### src/osos_pkg.sv
package osos_pkg;
  // register byte offsets
  localparam logic [11:0] OSOS_CTRL_OFS = 12'h000;
  localparam logic [11:0] OSOS_STAT_OFS = 12'h004;
  localparam logic [11:0] OSOS_TXDATA_OFS = 12'h008;
  localparam logic [11:0] OSOS_RXDATA_OFS = 12'h00C;
  // control and status field positions
  localparam int OSOS_TXE_LSB = 0;
  localparam int OSOS_TXINV_BIT = 2;
  localparam int OSOS_RXINV_BIT = 3;
  localparam int OSOS_MOD_BIT = 4;
  localparam int OSOS_FDC_LSB = 5;
  localparam int OSOS_STAT_SLOTS_LSB = 0;
  localparam int OSOS_STAT_RXVAL_BIT = 2;
  localparam int OSOS_STAT_BATT_BIT = 3;
  localparam int OSOS_STAT_RX_BIT = 4;
  // reset value: pin disabled (field 11), no inversion, no carrier, 50%
  localparam logic [6:0] OSOS_CTRL_RST = 7'h03;
  localparam logic [1:0] OSOS_TXE_ACTIVE = 2'h0;
  // carrier timing
  localparam int OSOS_CLK_HZ = 100_000_000;
  localparam int OSOS_CARRIER_HZ = 38_000;
  localparam int OSOS_CARRIER_CYC = OSOS_CLK_HZ / OSOS_CARRIER_HZ;
  // duty codes
  localparam logic [1:0] OSOS_DUTY_50 = 2'h0;
  localparam logic [1:0] OSOS_DUTY_25 = 2'h1;
  localparam logic [1:0] OSOS_DUTY_12 = 2'h2;
  localparam logic [1:0] OSOS_DUTY_6 = 2'h3;

  // control fields carried together
  typedef struct packed {
    logic [1:0] carrier_duty_select;
    logic optical_carrier_enable;
    logic optical_rx_invert;
    logic optical_tx_invert;
    logic [1:0] optical_tx_pin_enable;
  } osos_ctrl_type;

  // apb request bundle
  typedef struct packed {
    logic psel;
    logic penable;
    logic pwrite;
    logic [11:0] paddr;
    logic [31:0] pwdata;
  } osos_apb_req_type;
endpackage : osos_pkg

### src/osos_skid.sv
`timescale 1ns/1ns
// two-entry buffer; a receiver stall holds words instead of losing them
module osos_skid
  import osos_pkg::*;
#(
  parameter int WIDTH = 8
) (
  input wire logic pclk,
  input wire logic presetn,
  input wire logic in_valid,
  output logic in_ready,
  input wire logic [WIDTH-1:0] in_data,
  output logic out_valid,
  input wire logic out_ready,
  output logic [WIDTH-1:0] out_data
);
  // elaboration check: a word of no bits cannot be buffered
  if (WIDTH < 1) begin : g_bad_width
    $error("osos_skid: WIDTH must be positive");
  end

  // whole state in one struct
  typedef struct packed {
    logic [1:0][WIDTH-1:0] mem;
    logic rd;
    logic wr;
    logic [1:0] cnt;
  } osos_skid_st_type;

  osos_skid_st_type s_q;
  osos_skid_st_type s_d;
  logic push;
  logic pop;

  assign in_ready = (s_q.cnt != 2'h2);
  assign out_valid = (s_q.cnt != 2'h0);
  assign out_data = s_q.mem[s_q.rd];
  assign push = in_valid && in_ready;
  assign pop = out_valid && out_ready;

  // next state: write at wr, read at rd, count tracks fill
  always_comb begin
    s_d = s_q;
    if (push) begin
      s_d.mem[s_q.wr] = in_data;
      s_d.wr = ~s_q.wr;
    end
    if (pop) begin
      s_d.rd = ~s_q.rd;
    end
    if (push && !pop) begin
      s_d.cnt = s_q.cnt + 2'h1;
    end else if (pop && !push) begin
      s_d.cnt = s_q.cnt - 2'h1;
    end
  end

  // state register
  always_ff @(posedge pclk or negedge presetn) begin
    if (!presetn) begin
      s_q <= '0;
    end else begin
      s_q <= s_d;
    end
  end
endmodule : osos_skid

### src/osos_top.sv
// Design decisions made here: the APB register port and the placing of the registers.
`timescale 1ns/1ns
// optical output stage of the second serial port, apb configured
// pin enable, polarity, carrier and duty all come from one control word
module osos_top
  import osos_pkg::*;
#(
  parameter int CARRIER_CYC = OSOS_CARRIER_CYC
) (
  input wire logic pclk,
  input wire logic presetn,
  input wire logic psel,
  input wire logic penable,
  input wire logic pwrite,
  input wire logic [11:0] paddr,
  input wire logic [31:0] pwdata,
  output logic [31:0] prdata,
  output logic pready,
  output logic pslverr,
  input wire logic serial_tx_data,
  output logic serial_rx_data,
  input wire logic battery_low_power_state,
  output logic optical_tx_pin,
  output logic optical_tx_pin_oe,
  input wire logic optical_rx_pin,
  output logic rx_word_valid,
  input wire logic rx_word_ready,
  output logic [7:0] rx_word
);
  // elaboration check: the phase counter is 16 bits wide, and the shortest
  // low time (a sixteenth of the period) must last at least one cycle;
  // a shorter period would leave the 6.25% code with no low time at all
  if (CARRIER_CYC < 16 || CARRIER_CYC > 65535) begin : g_bad_period
    $error("osos_top: bad CARRIER_CYC");
  end

  // all block state except the receive buffer's, registered as one word so reset and update stay uniform;
  // the control word keeps the packed layout of bus bits 6:0
  typedef struct packed {
    osos_ctrl_type ctrl; // control word as software last wrote it
    logic [15:0] phase; // position inside the carrier period
    logic [31:0] rdata; // read data, latched in the setup phase
    logic tx_out; // registered optical transmit level
    logic tx_oe; // registered pin drive enable
    logic rx_in; // receive line after polarity selection
    logic [7:0] shift; // receive sampler shift register, oldest sample on top
    logic [2:0] nbits; // samples gathered into the current word
    logic wvalid; // a complete word waits to enter the buffer
  } osos_st_type;

  // registered state and its next value
  osos_st_type s_q;
  osos_st_type s_d;
  // bus side
  osos_apb_req_type req; // apb inputs carried together
  logic wr_en; // access phase of a write
  logic rd_en; // setup phase of a read
  logic known; // address maps to a register
  logic [31:0] stat_word; // status word as a read would return it
  // receive buffer handshake
  logic buf_ready; // buffer has a free entry
  logic buf_valid; // buffer holds a word
  logic [7:0] buf_data; // oldest word in the buffer

  // carrier path
  logic [15:0] low_cyc; // low time of the selected duty code
  logic carrier_on; // carrier applies to the mark level now
  logic carrier_low; // carrier is in the low part of its period
  logic tx_line; // transmit level before polarity selection

  // apb inputs gathered into one bundle
  assign req = '{psel: psel, penable: penable, pwrite: pwrite, paddr: paddr, pwdata: pwdata};
  // every access is served at once, so the slave never stretches the access phase
  assign pready = 1'b1; // zero wait states
  // a write takes effect in its access phase
  assign wr_en = req.psel && req.penable && req.pwrite;
  // a read is latched in its setup phase, so prdata comes from a flop in access
  assign rd_en = req.psel && !req.penable && !req.pwrite;

  // address decoding, used only for the error path;
  // the same offsets decide the write and read paths further down
  function automatic logic addr_known(input logic [11:0] a);
    addr_known = (a == OSOS_CTRL_OFS) || (a == OSOS_STAT_OFS) ||
                 (a == OSOS_TXDATA_OFS) || (a == OSOS_RXDATA_OFS);
  endfunction : addr_known

  // an unmapped address answers with an error in the access phase;
  // writes to read-only registers are ignored without an error
  assign known = addr_known(req.paddr);
  assign pslverr = req.psel && req.penable && !known;

  // status word: room in the buffer, word available, battery state, receive line
  always_comb begin
    stat_word = 32'h0;
    // bit 1 of the room field stays zero: the buffer reports only full or not
    stat_word[OSOS_STAT_SLOTS_LSB +: 2] = {1'b0, buf_ready};
    stat_word[OSOS_STAT_RXVAL_BIT] = buf_valid;
    stat_word[OSOS_STAT_BATT_BIT] = battery_low_power_state;
    stat_word[OSOS_STAT_RX_BIT] = s_q.rx_in;
  end

  // low time for each duty code, as a fraction of the carrier period;
  // the divisors are powers of two, so a short period rounds the low time down
  always_comb begin
    case (s_q.ctrl.carrier_duty_select)
      OSOS_DUTY_50: low_cyc = 16'(CARRIER_CYC / 2); // half the period
      OSOS_DUTY_25: low_cyc = 16'(CARRIER_CYC / 4); // a quarter
      OSOS_DUTY_12: low_cyc = 16'(CARRIER_CYC / 8); // an eighth
      default: low_cyc = 16'(CARRIER_CYC / 16); // a sixteenth
    endcase
  end

  // carrier only with system power; battery state suppresses it
  assign carrier_on = s_q.ctrl.optical_carrier_enable &&
                      !battery_low_power_state;
  // the low part opens each period and lasts the selected time
  assign carrier_low = (s_q.phase < low_cyc);
  // carrier chops only the mark level, so a space stays a steady low
  assign tx_line = serial_tx_data && !(carrier_on && carrier_low);

  // receive words hand over through the two-entry buffer, so a reader that
  // stalls for a while loses no word; the sampler waits while a complete word finds it full
  osos_skid #(.WIDTH(8)) u_skid (
    .pclk(pclk),
    .presetn(presetn),
    .in_valid(s_q.wvalid),
    .in_ready(buf_ready),
    .in_data(s_q.shift),
    .out_valid(buf_valid),
    .out_ready(rx_word_ready),
    .out_data(buf_data)
  );

  // receive buffer output
  assign rx_word_valid = buf_valid;
  assign rx_word = buf_data;

  // pins and serial port side, all straight from flops
  assign optical_tx_pin = s_q.tx_out;
  assign optical_tx_pin_oe = s_q.tx_oe;
  assign serial_rx_data = s_q.rx_in;
  // bus read data, a flop that holds until the next read setup
  assign prdata = s_q.rdata;

  // next state: carrier phase, pin levels, receive sampler and register access
  always_comb begin
    // hold everything unless a step below changes it
    s_d = s_q;
    // carrier phase counter free-runs at the 38 kHz period; it is not aligned
    // to serial bit edges, so the first carrier pulse of a mark may be short
    if (s_q.phase >= 16'(CARRIER_CYC - 1)) begin
      // end of the period: start the next one
      s_d.phase = 16'h0000;
    end else begin
      // inside the period: advance
      s_d.phase = s_q.phase + 16'h0001;
    end

    // output polarity and drive enable; both are registered so the pin
    // never glitches while the carrier compare settles
    s_d.tx_out = tx_line ^ s_q.ctrl.optical_tx_invert;
    s_d.tx_oe = (s_q.ctrl.optical_tx_pin_enable == OSOS_TXE_ACTIVE);
    // receive polarity applies before the sampler and the serial port see the line
    s_d.rx_in = optical_rx_pin ^ s_q.ctrl.optical_rx_invert;

    // receive sampler: collects 8 raw line samples for software debug
    if (s_q.wvalid && buf_ready) begin
      // the buffer took the waiting word
      s_d.wvalid = 1'b0;
    end
    // sampling pauses while a word waits on a full buffer, so the waiting word is not overwritten
    if (!s_q.wvalid || buf_ready) begin
      // newest sample enters at the bottom
      s_d.shift = {s_q.shift[6:0], s_q.rx_in};
      s_d.nbits = s_q.nbits + 3'h1;
      if (s_q.nbits == 3'h7) begin
        // eighth sample: the word is complete; this set wins over the clear above
        s_d.wvalid = 1'b1;
      end
    end

    // register writes land in the access phase; only the control word is writable
    if (wr_en) begin
      if (req.paddr == OSOS_CTRL_OFS) begin
        // unused upper bits of the bus word are dropped
        s_d.ctrl = req.pwdata[6:0];
      end
    end
    // read data is prepared in setup and held through access;
    // latching at setup keeps prdata steady for the whole access phase
    if (rd_en) begin
      if (req.paddr == OSOS_CTRL_OFS) begin
        // control word, zero above it
        s_d.rdata = {25'h0, s_q.ctrl};
      end else if (req.paddr == OSOS_STAT_OFS) begin
        // status word
        s_d.rdata = stat_word;
      end else if (req.paddr == OSOS_TXDATA_OFS) begin
        // present level of the transmit data from the serial port
        s_d.rdata = {31'h0, serial_tx_data};
      end else if (req.paddr == OSOS_RXDATA_OFS) begin
        // oldest buffered word; reading does not remove it
        s_d.rdata = {24'h0, buf_data};
      end else begin
        // unmapped address reads as zero
        s_d.rdata = 32'h0;
      end
    end
  end

  // state register; reset leaves the pin undriven and the carrier off
  always_ff @(posedge pclk or negedge presetn) begin
    if (!presetn) begin
      // everything clears except the control word, whose pin field reads 11
      s_q <= '0;
      s_q.ctrl <= OSOS_CTRL_RST;
    end else begin
      // take the next value
      s_q <= s_d;
    end
  end
endmodule : osos_top

### config.mk
export PLATFORM = sky130hd
export DESIGN_NAME = osos_top
export DESIGN_NICKNAME = d
export VERILOG_FILES = /design/src/osos_pkg.sv /design/src/osos_skid.sv /design/src/osos_top.sv
export SDC_FILE = /design/constraint.sdc
export NUM_CORES = 1
export LEC_CHECK = 0
export ABC_AREA = 1
export BUFFER_PORTS_ARGS = -buffer_cell sky130_fd_sc_hd__buf_2
export CORE_AREA = 4 4 85 87
export CTS_CLUSTER_SIZE = 12
export DETAILED_ROUTE_END_ITERATION = 7
export DIE_AREA = 0 0 89 91
export PLACE_DENSITY = 0.95
export SLEW_MARGIN = 5
export SYNTH_ARGS = -nofsm -noshare
export SYNTH_HDL_FRONTEND = slang
export SYNTH_SLANG_ARGS = --single-unit
### constraint.sdc
create_clock -name pclk -period 2.5 [get_ports pclk]
set_input_delay 0.125 -clock pclk [delete_from_list [all_inputs] [get_ports pclk]]
set_output_delay 0.125 -clock pclk [all_outputs]
set_load 0.02 [all_outputs]
-- After elaboration in Yosys (flattened, before gate mapping)
Index checks and enable logic that the tools add are counted.
- add/sub/neg operators: 4
- reductions and logical operators: 31
- muxes and demuxes: 16
- bitwise logic cells: 4
- equal/unequal tests: 7
- order comparisons: 5
- operators by type and width (operator ; number):
    2-to-1 mux 8 bit ; 7
    one-hot mux 11 bit (3 select lines) ; 1
    == test 12 x 4 -> 1 bit, second input constant ; 2
    adder 16 x 1 -> 16 bit, second input constant ; 1
    bitwise mux 16 bit ; 1
    greater-or-equal comparator 16 x 12 -> 1 bit, second input constant ; 1
    < comparator 16 bit ; 1
    2-to-1 mux 16 bit ; 1
    logical AND 1 bit ; 13
    == test 12 x 3 -> 1 bit, second input constant ; 1
    zero test 12 bit ; 1
    demux 8 bit (select 1 bit) ; 1
    zero test 1 bit ; 8
    zero test 2 bit ; 2
    logical OR 1 bit ; 4
    < comparator 1 x 2 -> 1 bit, second input constant ; 2
    2-to-1 mux 2 bit ; 2
    nonzero test 2 bit ; 2
    adder 3 x 1 -> 3 bit, second input constant ; 1
    == test 3 bit, second input constant ; 1
    2-to-1 mux 1 bit ; 3
    adder 2 x 1 -> 2 bit, second input constant ; 1
    == test 2 x 1 -> 1 bit, second input constant ; 1
    == test 2 bit, second input constant ; 1
    6 further kinds ; 8
- bits in registers: 90
- output and inout port bits: 46
- logic and storage cells: 85
- bits of input ports: 53

-- Logic depth before layout (Yosys ltp)
Gate-level depths: netlist of run 1.
- depth after elaboration: 7
- depth in mapped cells: 16
- mapped depth without buffers: 16

-- Modules after synthesis
Synthesis of run 1 repeated with hierarchy kept, for this count alone.
- cells, all modules: 429
- area total of the unflattened synthesis: 3728.6 µm²
- by module, submodules not included (module ; cells each ; sequential area each (µm²) ; area each (µm²) ; instances):
    osos_top ; 305 ; 1153.6 ; 2691.3 ; 1
    osos_skid ; 124 ; 500.5 ; 1037.2 ; 1

-- Worst setup path after synthesis of run 1
OpenSTA, ideal clock, no wires.
- kind: register to register
- from: register s_q[68] (netlist bit)
- to: register s_q (netlist bit optical_tx_pin)
- cell stages (with the launch flop): 12
- required time: 2.384 ns
- library setup time: 0.116 ns
- clock period less this slack: 1.679 ns
- setup slack: 0.821 ns
- buffers on the path: 0
- arrival time: 1.563 ns
- path through: dfrtp_1 -> inv_1 -> ha_1 -> ha_1 -> a21oi_1 -> o21a_1 -> nand2_1 -> nand2_1 -> nand2_1 -> nand2_1 -> nand2_1 -> nand2_1
- RTL lines (item ; RTL line ; source):
    start, declared ; osos_top.sv:52 ; osos_st_type s_q;

==> results of run 1 <==
[worst min-delay path by stage]
stage | from | end | slack, ps | depth (start not counted)
floorplan | presetn | optical_tx_pin$_DFF_PN0_ | -170 | 0
finish | pwdata[3] | s_q[66]$_DFFE_PN0P_ | 20 | 3
global placement | presetn | s_q[3]$_DFFE_PN0N_ | 100 | 1
global route | pwdata[6] | s_q[69]$_DFFE_PN0P_ | 9 | 3
CTS | pwdata[3] | s_q[66]$_DFFE_PN0P_ | 10 | 3
detailed placement | presetn | s_q[2]$_DFFE_PN0N_ | 100 | 1
[Yosys cell counts (all sizes together)]
master	number
o211ai	1
o2111ai	1
nand3	9
clkinv	1
dfrtp	64
nor4	2
a211oi	1
buf	40
conb	2
nand4	4
xnor2	1
nand2	127
nor2	30
ha	20
nor3	11
o221ai	2
a21boi	1
clkbuf	1
a21oi	8
dfstp	2
mux2	2
inv	42
xor2	7
nor3b	1
o21a	1
or2	1
o21ai	38
[where the power goes]
| part | internal, W | switching [W] |
|---|---|---|
| Combinational | 0.000352 | 0.000724 |
| Sequential | 0.00132 | 0.000172 |
| Clock | 0.000365 | 0.000429 |
[registers in the layout, indices dropped and copies added (netlist names)]
name,cells
serial_rx_data,1
optical_tx_pin_oe,1
u_skid.s_q,20
optical_tx_pin,1
prdata,8
s_q,35
[metal layers]
layer  GRT usage (%)  vias up  routed length [microns]
met3            6.97       32                      637
met5               0        -                        0
li1                -     1379                        -
met1            26.6     1423                     3130
met4            8.19        0                      244
met2            36.3      129                     4140
[final cells by class]
cell class / instances / area [sq um] / share of cell area, %
clock inverter: 7 / 55.1 / 1.37
tap: 77 / 96.3 / 2.40
clock buffer: 9 / 124 / 3.09
inverter: 43 / 161 / 4.03
sequential: 66 / 1650 / 41.3
timing repair buffer: 55 / 305 / 7.62
multi-input combinational: 297 / 1610 / 40.2
[worst min-delay path: stages]
cell     delay (ps)
buf_2            80
nand2_1          50
o21ai_0          70
[cell families (layout without fill, tap and decap cells)]
kind of cell / Yosys count / in the layout / share of synthesized area, %
simple gates: 185 / 185 / 22.7
buf+inv: 84 / 114 / 13.2
flops: 66 / 66 / 45.4
compound gates: 53 / 53 / 9.09
fa+ha+maj: 20 / 20 / 6.86
xor+xnor: 8 / 8 / 1.92
other cells: 2 / 29 / 0.206
mux: 2 / 2 / 0.618
[per-stage QoR]
step,total power (W),cell area [sq um]
final,0.00337,4010
after floorplan,0.00228,3750
after detailed placement,0.00257,3780
after global placement,0.00249,3780
after CTS,0.00338,4010
after global routing,0.00360,4010
[repair_timing]
action	CTS	global route
hold buffers	5	0
setup endpoints to repair	0	0
endpoints found under the hold margin	23	0
==> reports/qor.yml, run 1 <==
status: "finished clean"
rsz0062_at_grt: "no"
grt_max_degree: 26
antenna_found_initial: 0
dieArea_sq_um: 8100
diodes: 0
pre_cts_slack_ps: 598
r2r_start: "s_q[68]$_DFFE_PN0P_"
clkTransAtPathRegs_ps: 80
ant_nets: 0
hp-class: "in2reg"
synth_top_area_share_pct: 43.9
drv_slew: 0
nFillCells: 499
dieHeight_microns: 91
worst_r2r_endpoint: "optical_tx_pin$_DFF_PN0_"
fmax_ghz: 0.524
final.setup.tns_ps: 0
max_stage_delay_ps: 440
setup.worst_path.class: "reg2reg"
insertion_delay_ps: 350
crit_chain: "inv_1 > ha_1 > inv_1 > ha_1 > a21oi_1 > nand2_1 > nand2_1 > nand2_1 > nand2_1 > nand2_1 > nand3_1 > nand2_1"
ys_seq_area_share_pct: 45.4
first_iter_violations: 227
grt_pass1_vias: 2987
initial_core_util_pct: 57.4
cp_common_cell: "nand2_1"
crit_family: "adder cells"
hpwlAfterDp_microns: 6150
core-area_sq_um: 6350
vias: 2963
netlist_instances: 420
synth.avg_cell_area_sq_um: 8.68
fin_nets: 545
tightestPinTransition_ps: 736
slew_headroom_pct: 51.0
ff2ff_setup_slack_ps: 590
final_common_cell: "nand2_1"
final_cell_mix: "nand2_1 (123), dfrtp_1 (64), buf_2 (48)"
maxCapViolations: 0
fin_skew_ps: 10.3
dp.cells: 533
drtPass1Iterations: 5
wirelength_microns: 8160
vdd_drop_max_uv: 714
utilization_pct: 63.1
synth-seq-cells: 66
synthToLayoutAreaGrowth_pct: 9.92
ff2ff_path_depth: 12
slowest_stage: "dfrtp_1"
timing.hold.ws_ps: 20.6
drive_gt1_share_pct: 20.3
place.gp.congestion: 0.884
yosysUniqueCellTypes: 40
drc: 0
die_w_microns: 89
layout_setup_ws_ps: 593
crit_required_ps: 2740
cts_buffers: 9
hold_viol_final: 0
critPathMaxFanout: 6
vias_per_cell: 5.35
min_period_over_period_pct: 76.3
p_per_area_nw_per_um2: 840
cts_setup_buffers: 0
crit_arrival_ps: 2150
yosys_warnings: 0
drt-wirelength-per-cell_microns: 14.7
cts_buffer_depth: 2
io_pins: 99
cp-end-kind: "flip-flop"
cp_num_cells: 12
endpoint: "optical_tx_pin$_DFF_PN0_"
grt_overflow_total: 0
grt_pass1_wl_microns: 13800
leakagePower_nw: 2.12
portBuffers: 48
htreeDepth: 3
ctsRootBufferMaster: "clkbuf_8"
worst-path-buf-inv: 2
synth.largest_area_cell: "dfrtp_1"
gr-usage-all-layers_pct: 21.9
cts_resized: 0
cts_tree: "built"
startpoint: "s_q[68]$_DFFE_PN0P_"
min_period_ps: 1910
setup_viol: 0
syn-cell-area_sq_um: 3650
synth.area.top_cells: "dfrtp_1 (44%), nand2_1 (13%), buf_4 (7.0%)"
rows: 29
cp-start-kind: "flip-flop"
instances_no_fill: 554
cts.sinks: 66
No activity file was read; power rests on OpenSTA's default activity.
==> run 2: changes to the inputs <==
--- a/config.mk
+++ b/config.mk
@@ -7,11 +7,11 @@
 export LEC_CHECK = 0
 export ABC_AREA = 1
 export BUFFER_PORTS_ARGS = -buffer_cell sky130_fd_sc_hd__buf_2
-export CORE_AREA = 4 4 85 87
+export CORE_AREA = 4 4 93 95
 export CTS_CLUSTER_SIZE = 12
 export DETAILED_ROUTE_END_ITERATION = 7
-export DIE_AREA = 0 0 89 91
-export PLACE_DENSITY = 0.95
+export DIE_AREA = 0 0 97 99
+export PLACE_DENSITY = 0.86
 export SLEW_MARGIN = 5
 export SYNTH_ARGS = -nofsm -noshare
 export SYNTH_HDL_FRONTEND = slang
==> constraint.sdc (replaced) <==
create_clock -name pclk -period 1.6 [get_ports pclk]
set_input_delay 0.08 -clock pclk [delete_from_list [all_inputs] [get_ports pclk]]
set_output_delay 0.08 -clock pclk [all_outputs]
set_load 0.02 [all_outputs]
==> reports/qor.yml, run 2 (synthesized netlist as in run 1, its figures left out) <==
p_per_area_nw_per_um2: 1270  # +51%
diodes: 0  # unchanged
pre_cts_slack_ps: -174  # -772 ps
critPathMaxFanout: 3  # -3
fin_area_sq_um: 4560  # +14%
initial_core_util_pct: 47.2  # -10 points
drc: 0  # unchanged
portBuffers: 48  # unchanged
dieArea_sq_um: 9600  # +19%
ff2ff_setup_slack_ps: -260  # -850 ps
vias_per_cell: 4.95  # -7.5%
netSwitchingFraction_pct: 36.9  # -2.5 points
io_pins: 99  # unchanged
drt-wirelength-per-cell_microns: 14.1  # -4.4%
max_stage_delay_ps: 380  # -60 ps
maxCapViolations: 0  # unchanged
rows: 32  # +10%
final_cell_mix: "nand2_1 (121), dfrtp_1 (63), buf_2 (48)"
fin_skew_ps: 9.67  # -0.596 ps
place_area_sq_um: 3980  # +5.2%
ant_nets: 0  # unchanged
largest_reg_flops: 35  # unchanged
power_frac_seq_pct: 39.7  # -4.7 points
final_common_cell: "nand2_1"
grt_pass1_wl_microns: 13800  # +0.25%
vias: 3018  # +1.9%
violations: "negative setup slack"
ctsRootBufferMaster: "clkbuf_8"
rsz0062_at_grt: "yes"
drv_slew: 0  # unchanged
htreeDepth: 3  # unchanged
timing.hold.ws_ps: 116  # +95.3 ps
switching_power_w: 0.00213  # +61%
cp-start-kind: "flip-flop"
min_period_ps: 1860  # -51.6 ps
nFillCells: 612  # +23%
layout_setup_ws_ps: -255  # -848 ps
leakagePower_nw: 2.30  # +8.6%
setup_viol: 1  # +1
fmax_ghz: 0.539  # +2.8%
hp-class: "in2reg"
insertion_delay_ps: 350  # about the same
status: "complete, but fails checks"
crit_required_ps: 1850  # -890 ps
synthToLayoutAreaGrowth_pct: 25.2
intPower_w: 0.00365  # +79%
crit_arrival_ps: 2100  # -50 ps
drtPass1Iterations: 5  # unchanged
cts_buffers: 9  # unchanged
cts_buffer_depth: 2  # unchanged
die_w_microns: 97  # +9.0%
grt_max_degree: 53  # +100%
clkTransAtPathRegs_ps: 80  # about the same
final.setup.tns_ps: -255  # -255 ps
combPwrFrac_pct: 32.8  # +0.8 points
cts_tree: "built"
setup.worst_path.class: "reg2reg"
grt_overflow_total: 0  # unchanged
top_register: "s_q"
wirelength_microns: 8590  # +5.3%
p_clk_share_pct: 27.5  # +3.9 points
fin_nets: 576  # +5.7%
hold_viol_final: 0  # unchanged
dieHeight_microns: 99  # +8.8%
crit_chain: "inv_2 > buf_4 > ha_4 > inv_2 > ha_4 > a21oi_2 > nor2_1 > nor4_2 > nand2_2 > nand3_2 > nand2_1"
antenna_found_initial: 0  # unchanged
instances_no_fill: 610  # +10%
drive_gt1_share_pct: 29.9  # +9.6 points
cts.sinks: 66  # unchanged
min_period_over_period_pct: 116  # +40 points
grt_pass1_vias: 3042  # +1.8%
gr-usage-all-layers_pct: 17.7  # -4.3 points
place.gp.congestion: 0.819  # -7.4%
core-area_sq_um: 7730  # +22%
first_iter_violations: 148  # -35%
cp-end-kind: "flip-flop"
hpwlAfterDp_microns: 5940  # -3.5%
vdd_drop_max_uv: 1140  # +60%
slowest_stage: "dfrtp_1"
dp.cells: 575  # +7.9%
## run 2: cell count changes in the layout (fill, tap and decap cells not counted), moves of 5 or more
cell | previous run | this run
a21oi_1 | 8 | 3
ha_1 | 20 | 8
buf_4 | 2 | 25
a21oi_2 | 0 | 5
ha_4 | 0 | 11
inv_1 | 41 | 36
dlygate4sd3_1 | 5 | 10
## run 2: area by class of cell
cell class,count,area [sq um],share of cell area (%)
clock buffers,9,124,2.71
clock inverters,7,101,2.22
well taps,102,128,2.80
flip-flops and latches,66,1660,36.3
repair buffers,86,588,12.9
inverters,43,169,3.70
multi-input cells,297,1800,39.4
## run 2: metal layers
layer,GRT usage [%],vias to the layer above,share of wire (%)
met4,6.16,0,2.2
met1,20.7,1443,39
met2,31.1,115,52
li1,-,1440,-
met5,0,-,0
met3,5.10,20,6.7
## run 2: path summary, 6_finish.rpt
kind                                      from                          to  cells after the start
setup reg to reg           s_q[69]$_DFFE_PN0P_    optical_tx_pin$_DFF_PN0_                     11
max in group asynchronous              presetn         s_q[64]$_DFFE_PN1P_                      3
min in group asynchronous              presetn  u_skid.s_q[15]$_DFFE_PN0P_                      2
setup / recovery           s_q[69]$_DFFE_PN0P_    optical_tx_pin$_DFF_PN0_                     11
hold / removal                   rx_word_ready   u_skid.s_q[3]$_DFFE_PN0P_                      3
hold reg to reg             s_q[1]$_DFFE_PN0N_          s_q[1]$_DFFE_PN0N_                      1
## run 2: power by group through the flow
stage / clock [W] / sequential (W) / combinational [W]
2_1_floorplan: 0 / 0.00226 / 0.00131
3_3_place_gp: 0 / 0.00229 / 0.00168
3_5_place_dp: 0 / 0.00232 / 0.00175
4_1_cts: 0.00161 / 0.00229 / 0.00184
5_1_grt: 0.00169 / 0.00234 / 0.00211
6_report: 0.00159 / 0.00230 / 0.00190
## run 2: repair_timing
action | in CTS | in global routing
setup buffers | 5 | 4
pin swaps | 9 | 12
endpoints found under the setup margin | 14 | 14
resized for setup | 23 | 12
hold buffers | 10 | 0
hold endpoints to repair | 23 | 0
## run 2: metrics by stage
stage / total power (W) / utilization, %
floorplan: 0.00357 / -
global placement: 0.00397 / 51.4
detailed placement: 0.00407 / 51.4
CTS: 0.00573 / 57.9
global route: 0.00615 / 59.1
finish: 0.00579 / 59.1
## run 2: critical path, delay by kind of cell (launching register included)
family                     cells  cell delay (ps)
adders and majority gates      2              360
buffers and inverters          3              290
and+or+nand+nor                5              610
DFF                            1              380
AOI/OAI and AO/OA              1              120
==> run 3: changes to the inputs <==
--- a/config.mk
+++ b/config.mk
@@ -11,7 +11,7 @@
 export CTS_CLUSTER_SIZE = 12
 export DETAILED_ROUTE_END_ITERATION = 7
 export DIE_AREA = 0 0 97 99
-export PLACE_DENSITY = 0.86
+export PLACE_DENSITY = 0.75
 export SLEW_MARGIN = 5
 export SYNTH_ARGS = -nofsm -noshare
 export SYNTH_HDL_FRONTEND = slang
==> reports/qor.yml, run 3 (synthesized netlist as in run 1, its figures left out) <==
status: "complete, but fails checks"
violations: "negative setup slack"
initial_core_util_pct: 47.2  # unchanged
cp-end-kind: "flip-flop"
ff2ff_setup_slack_ps: -110  # +150 ps
insertion_delay_ps: 340  # about the same
first_iter_violations: 159  # +7.4%
critPathMaxFanout: 2  # -1
setup_viol: 1  # unchanged
cp-start-kind: "flip-flop"
drc: 0  # unchanged
drv_slew: 0  # unchanged
fin_nets: 577  # +0.17%
wirelength_microns: 8340  # -2.9%
power_frac_seq_pct: 39.6  # about the same
rows: 32  # unchanged
diodes: 0  # unchanged
ctsRootBufferMaster: "clkbuf_8"
largest_reg_flops: 35  # unchanged
layout_setup_ws_ps: -105  # +150 ps
p_clk_share_pct: 27.3  # -0.2 points
crit_required_ps: 1840  # about the same
multiInputGateArea_sq_um: 1790  # -0.35%
die_w_microns: 97  # unchanged
htreeDepth: 3  # unchanged
final_common_cell: "nand2_1"
drive_gt1_share_pct: 30.5  # +0.53 points
dieArea_sq_um: 9600  # unchanged
cts_buffer_depth: 2  # unchanged
core-area_sq_um: 7730  # unchanged
gr-usage-all-layers_pct: 17.2  # -0.44 points
combPwrFrac_pct: 33.1  # +0.3 points
hpwlAfterDp_microns: 5700  # -4.0%
seq_area_sq_um: 1660  # about the same
maxCapViolations: 0  # unchanged
cts.sinks: 66  # unchanged
cp_common_cell: "nand2_1"
grt_pass1_wl_microns: 13500  # -2.4%
hp-class: "in2reg"
crit_arrival_ps: 1940  # -160 ps
setup.worst_path.class: "reg2reg"
crit_chain: "buf_4 > ha_4 > inv_1 > ha_4 > a21oi_1 > nand2_1 > nand2_1 > nand2_1 > nand2_1 > nand2_2 > nand3_1 > nand2_1"
vias: 2970  # -1.6%
dieHeight_microns: 99  # unchanged
nFillCells: 637  # +4.1%
slowest_stage: "dfrtp_1"
fin_skew_ps: 14.1  # +4.43 ps
final_cell_mix: "nand2_1 (121), dfrtp_1 (62), buf_2 (48)"
vias_per_cell: 4.86  # -1.8%
ant_nets: 0  # unchanged
leakagePower_nw: 2.33  # +1.4%
hold_viol_final: 0  # unchanged
drt-wirelength-per-cell_microns: 13.6  # -3.1%
min_period_ps: 1710  # -150 ps
min_period_over_period_pct: 107  # -9.3 points
portBuffers: 48  # unchanged
drtPass1Iterations: 4  # -1
place.gp.congestion: 0.828  # +1.1%
switching_power_w: 0.00212  # -0.65%
io_pins: 99  # unchanged
intPower_w: 0.00369  # +0.99%
p_per_area_nw_per_um2: 1270  # +0.44%
antenna_found_initial: 0  # unchanged
grt_pass1_vias: 2894  # -4.9%
final.setup.tns_ps: -105  # +150 ps
rsz0062_at_grt: "yes"
top_register: "s_q"
grt_max_degree: 67  # +26%
finalPower_w: 0.00581  # +0.39%
cts_tree: "built"
synthToLayoutAreaGrowth_pct: 25.1  # about the same
cts_buffers: 9  # unchanged
vdd_drop_max_uv: 950  # -17%
netSwitchingFraction_pct: 36.5  # -0.38 points
clkTransAtPathRegs_ps: 80  # about the same
fmax_ghz: 0.586  # +8.8%
grt_overflow_total: 0  # unchanged
max_stage_delay_ps: 390  # about the same
run 3: cell types whose count changed in the layout (fill, tap and decap cells not counted), moves of 2 or more:
cell / delta
a21oi_1: +3
ha_4: -2
a21oi_2: -3
clkinvlp_4: -2
nor3_1: -2
run 3: stage by stage:
stage               setup WS (ps)  instances  instance area (sq um)  utilization [%]  hold slack [ps]
global placement            -55.3        577                   4000             51.8              126
global route                 -224        611                   4560             59.0             59.8
detailed placement           -107        577                   4000             51.8              128
CTS                         -80.9        607                   4440             57.4             33.2
finish                       -105        611                   4560             59.0             38.4
floorplan                   -1.59        447                   3770                -             -216
run 3: routing by layer:
metal | track usage [%] | share of wire, % | up-vias
met5 | 0 | 0 | -
met4 | 8.86 | 1.7 | 0
met3 | 4.53 | 5.5 | 13
met2 | 27.0 | 49 | 90
met1 | 22.0 | 44 | 1424
li1 | - | - | 1443
run 3: final cells by class:
| class | count | share of cell area [%] |
|---|---|---|
| sequential | 66 | 36.3 |
| multi-input combinational | 297 | 39.3 |
| clock buffer | 9 | 2.72 |
| clock inverter | 7 | 2.19 |
| tap | 102 | 2.80 |
| timing repair buffer | 87 | 13.1 |
| inverter | 43 | 3.59 |
run 3: critical path, delay by kind of cell, from the launching register on:
kind | cells | cell delay [ps]
AO/OA/AOI/OAI | 1 | 160
adder cells (fa/ha/maj) | 2 | 360
buffers and inverters | 2 | 260
flip-flops | 1 | 390
AND/OR/NAND/NOR | 7 | 420
run 3: final timing paths:
check | start | endpoint | cells past startpoint
max | s_q[69]$_DFFE_PN0P_ | optical_tx_pin$_DFF_PN0_ | 12
min | serial_tx_data | optical_tx_pin$_DFF_PN0_ | 3
max reg2reg | s_q[69]$_DFFE_PN0P_ | optical_tx_pin$_DFF_PN0_ | 12
min reg2reg | s_q[65]$_DFFE_PN0P_ | optical_tx_pin$_DFF_PN0_ | 2
max in group asynchronous | presetn | s_q[63]$_DFFE_PN1P_ | 3
min in group asynchronous | presetn | s_q[55]$_DFF_PN0_ | 3
run 3: power groups by stage:
stage | Clock, W | Sequential [W] | Combinational [W]
6_report | 0.00158 | 0.00230 | 0.00193
5_1_grt | 0.00167 | 0.00235 | 0.00215
4_1_cts | 0.00160 | 0.00229 | 0.00188
3_5_place_dp | 0 | 0.00231 | 0.00183
3_3_place_gp | 0 | 0.00229 | 0.00177
2_1_floorplan | 0 | 0.00226 | 0.00131
run 3: timing repair:
| action | CTS | global route |
|---|---|---|
| resized for setup | 16 | 21 |
| hold endpoints to repair | 72 | 0 |
| pin swaps | 10 | 10 |
| endpoints found under the setup margin | 13 | 14 |
| hold buffers | 9 | 0 |
| buffers inserted | 5 | 5 |
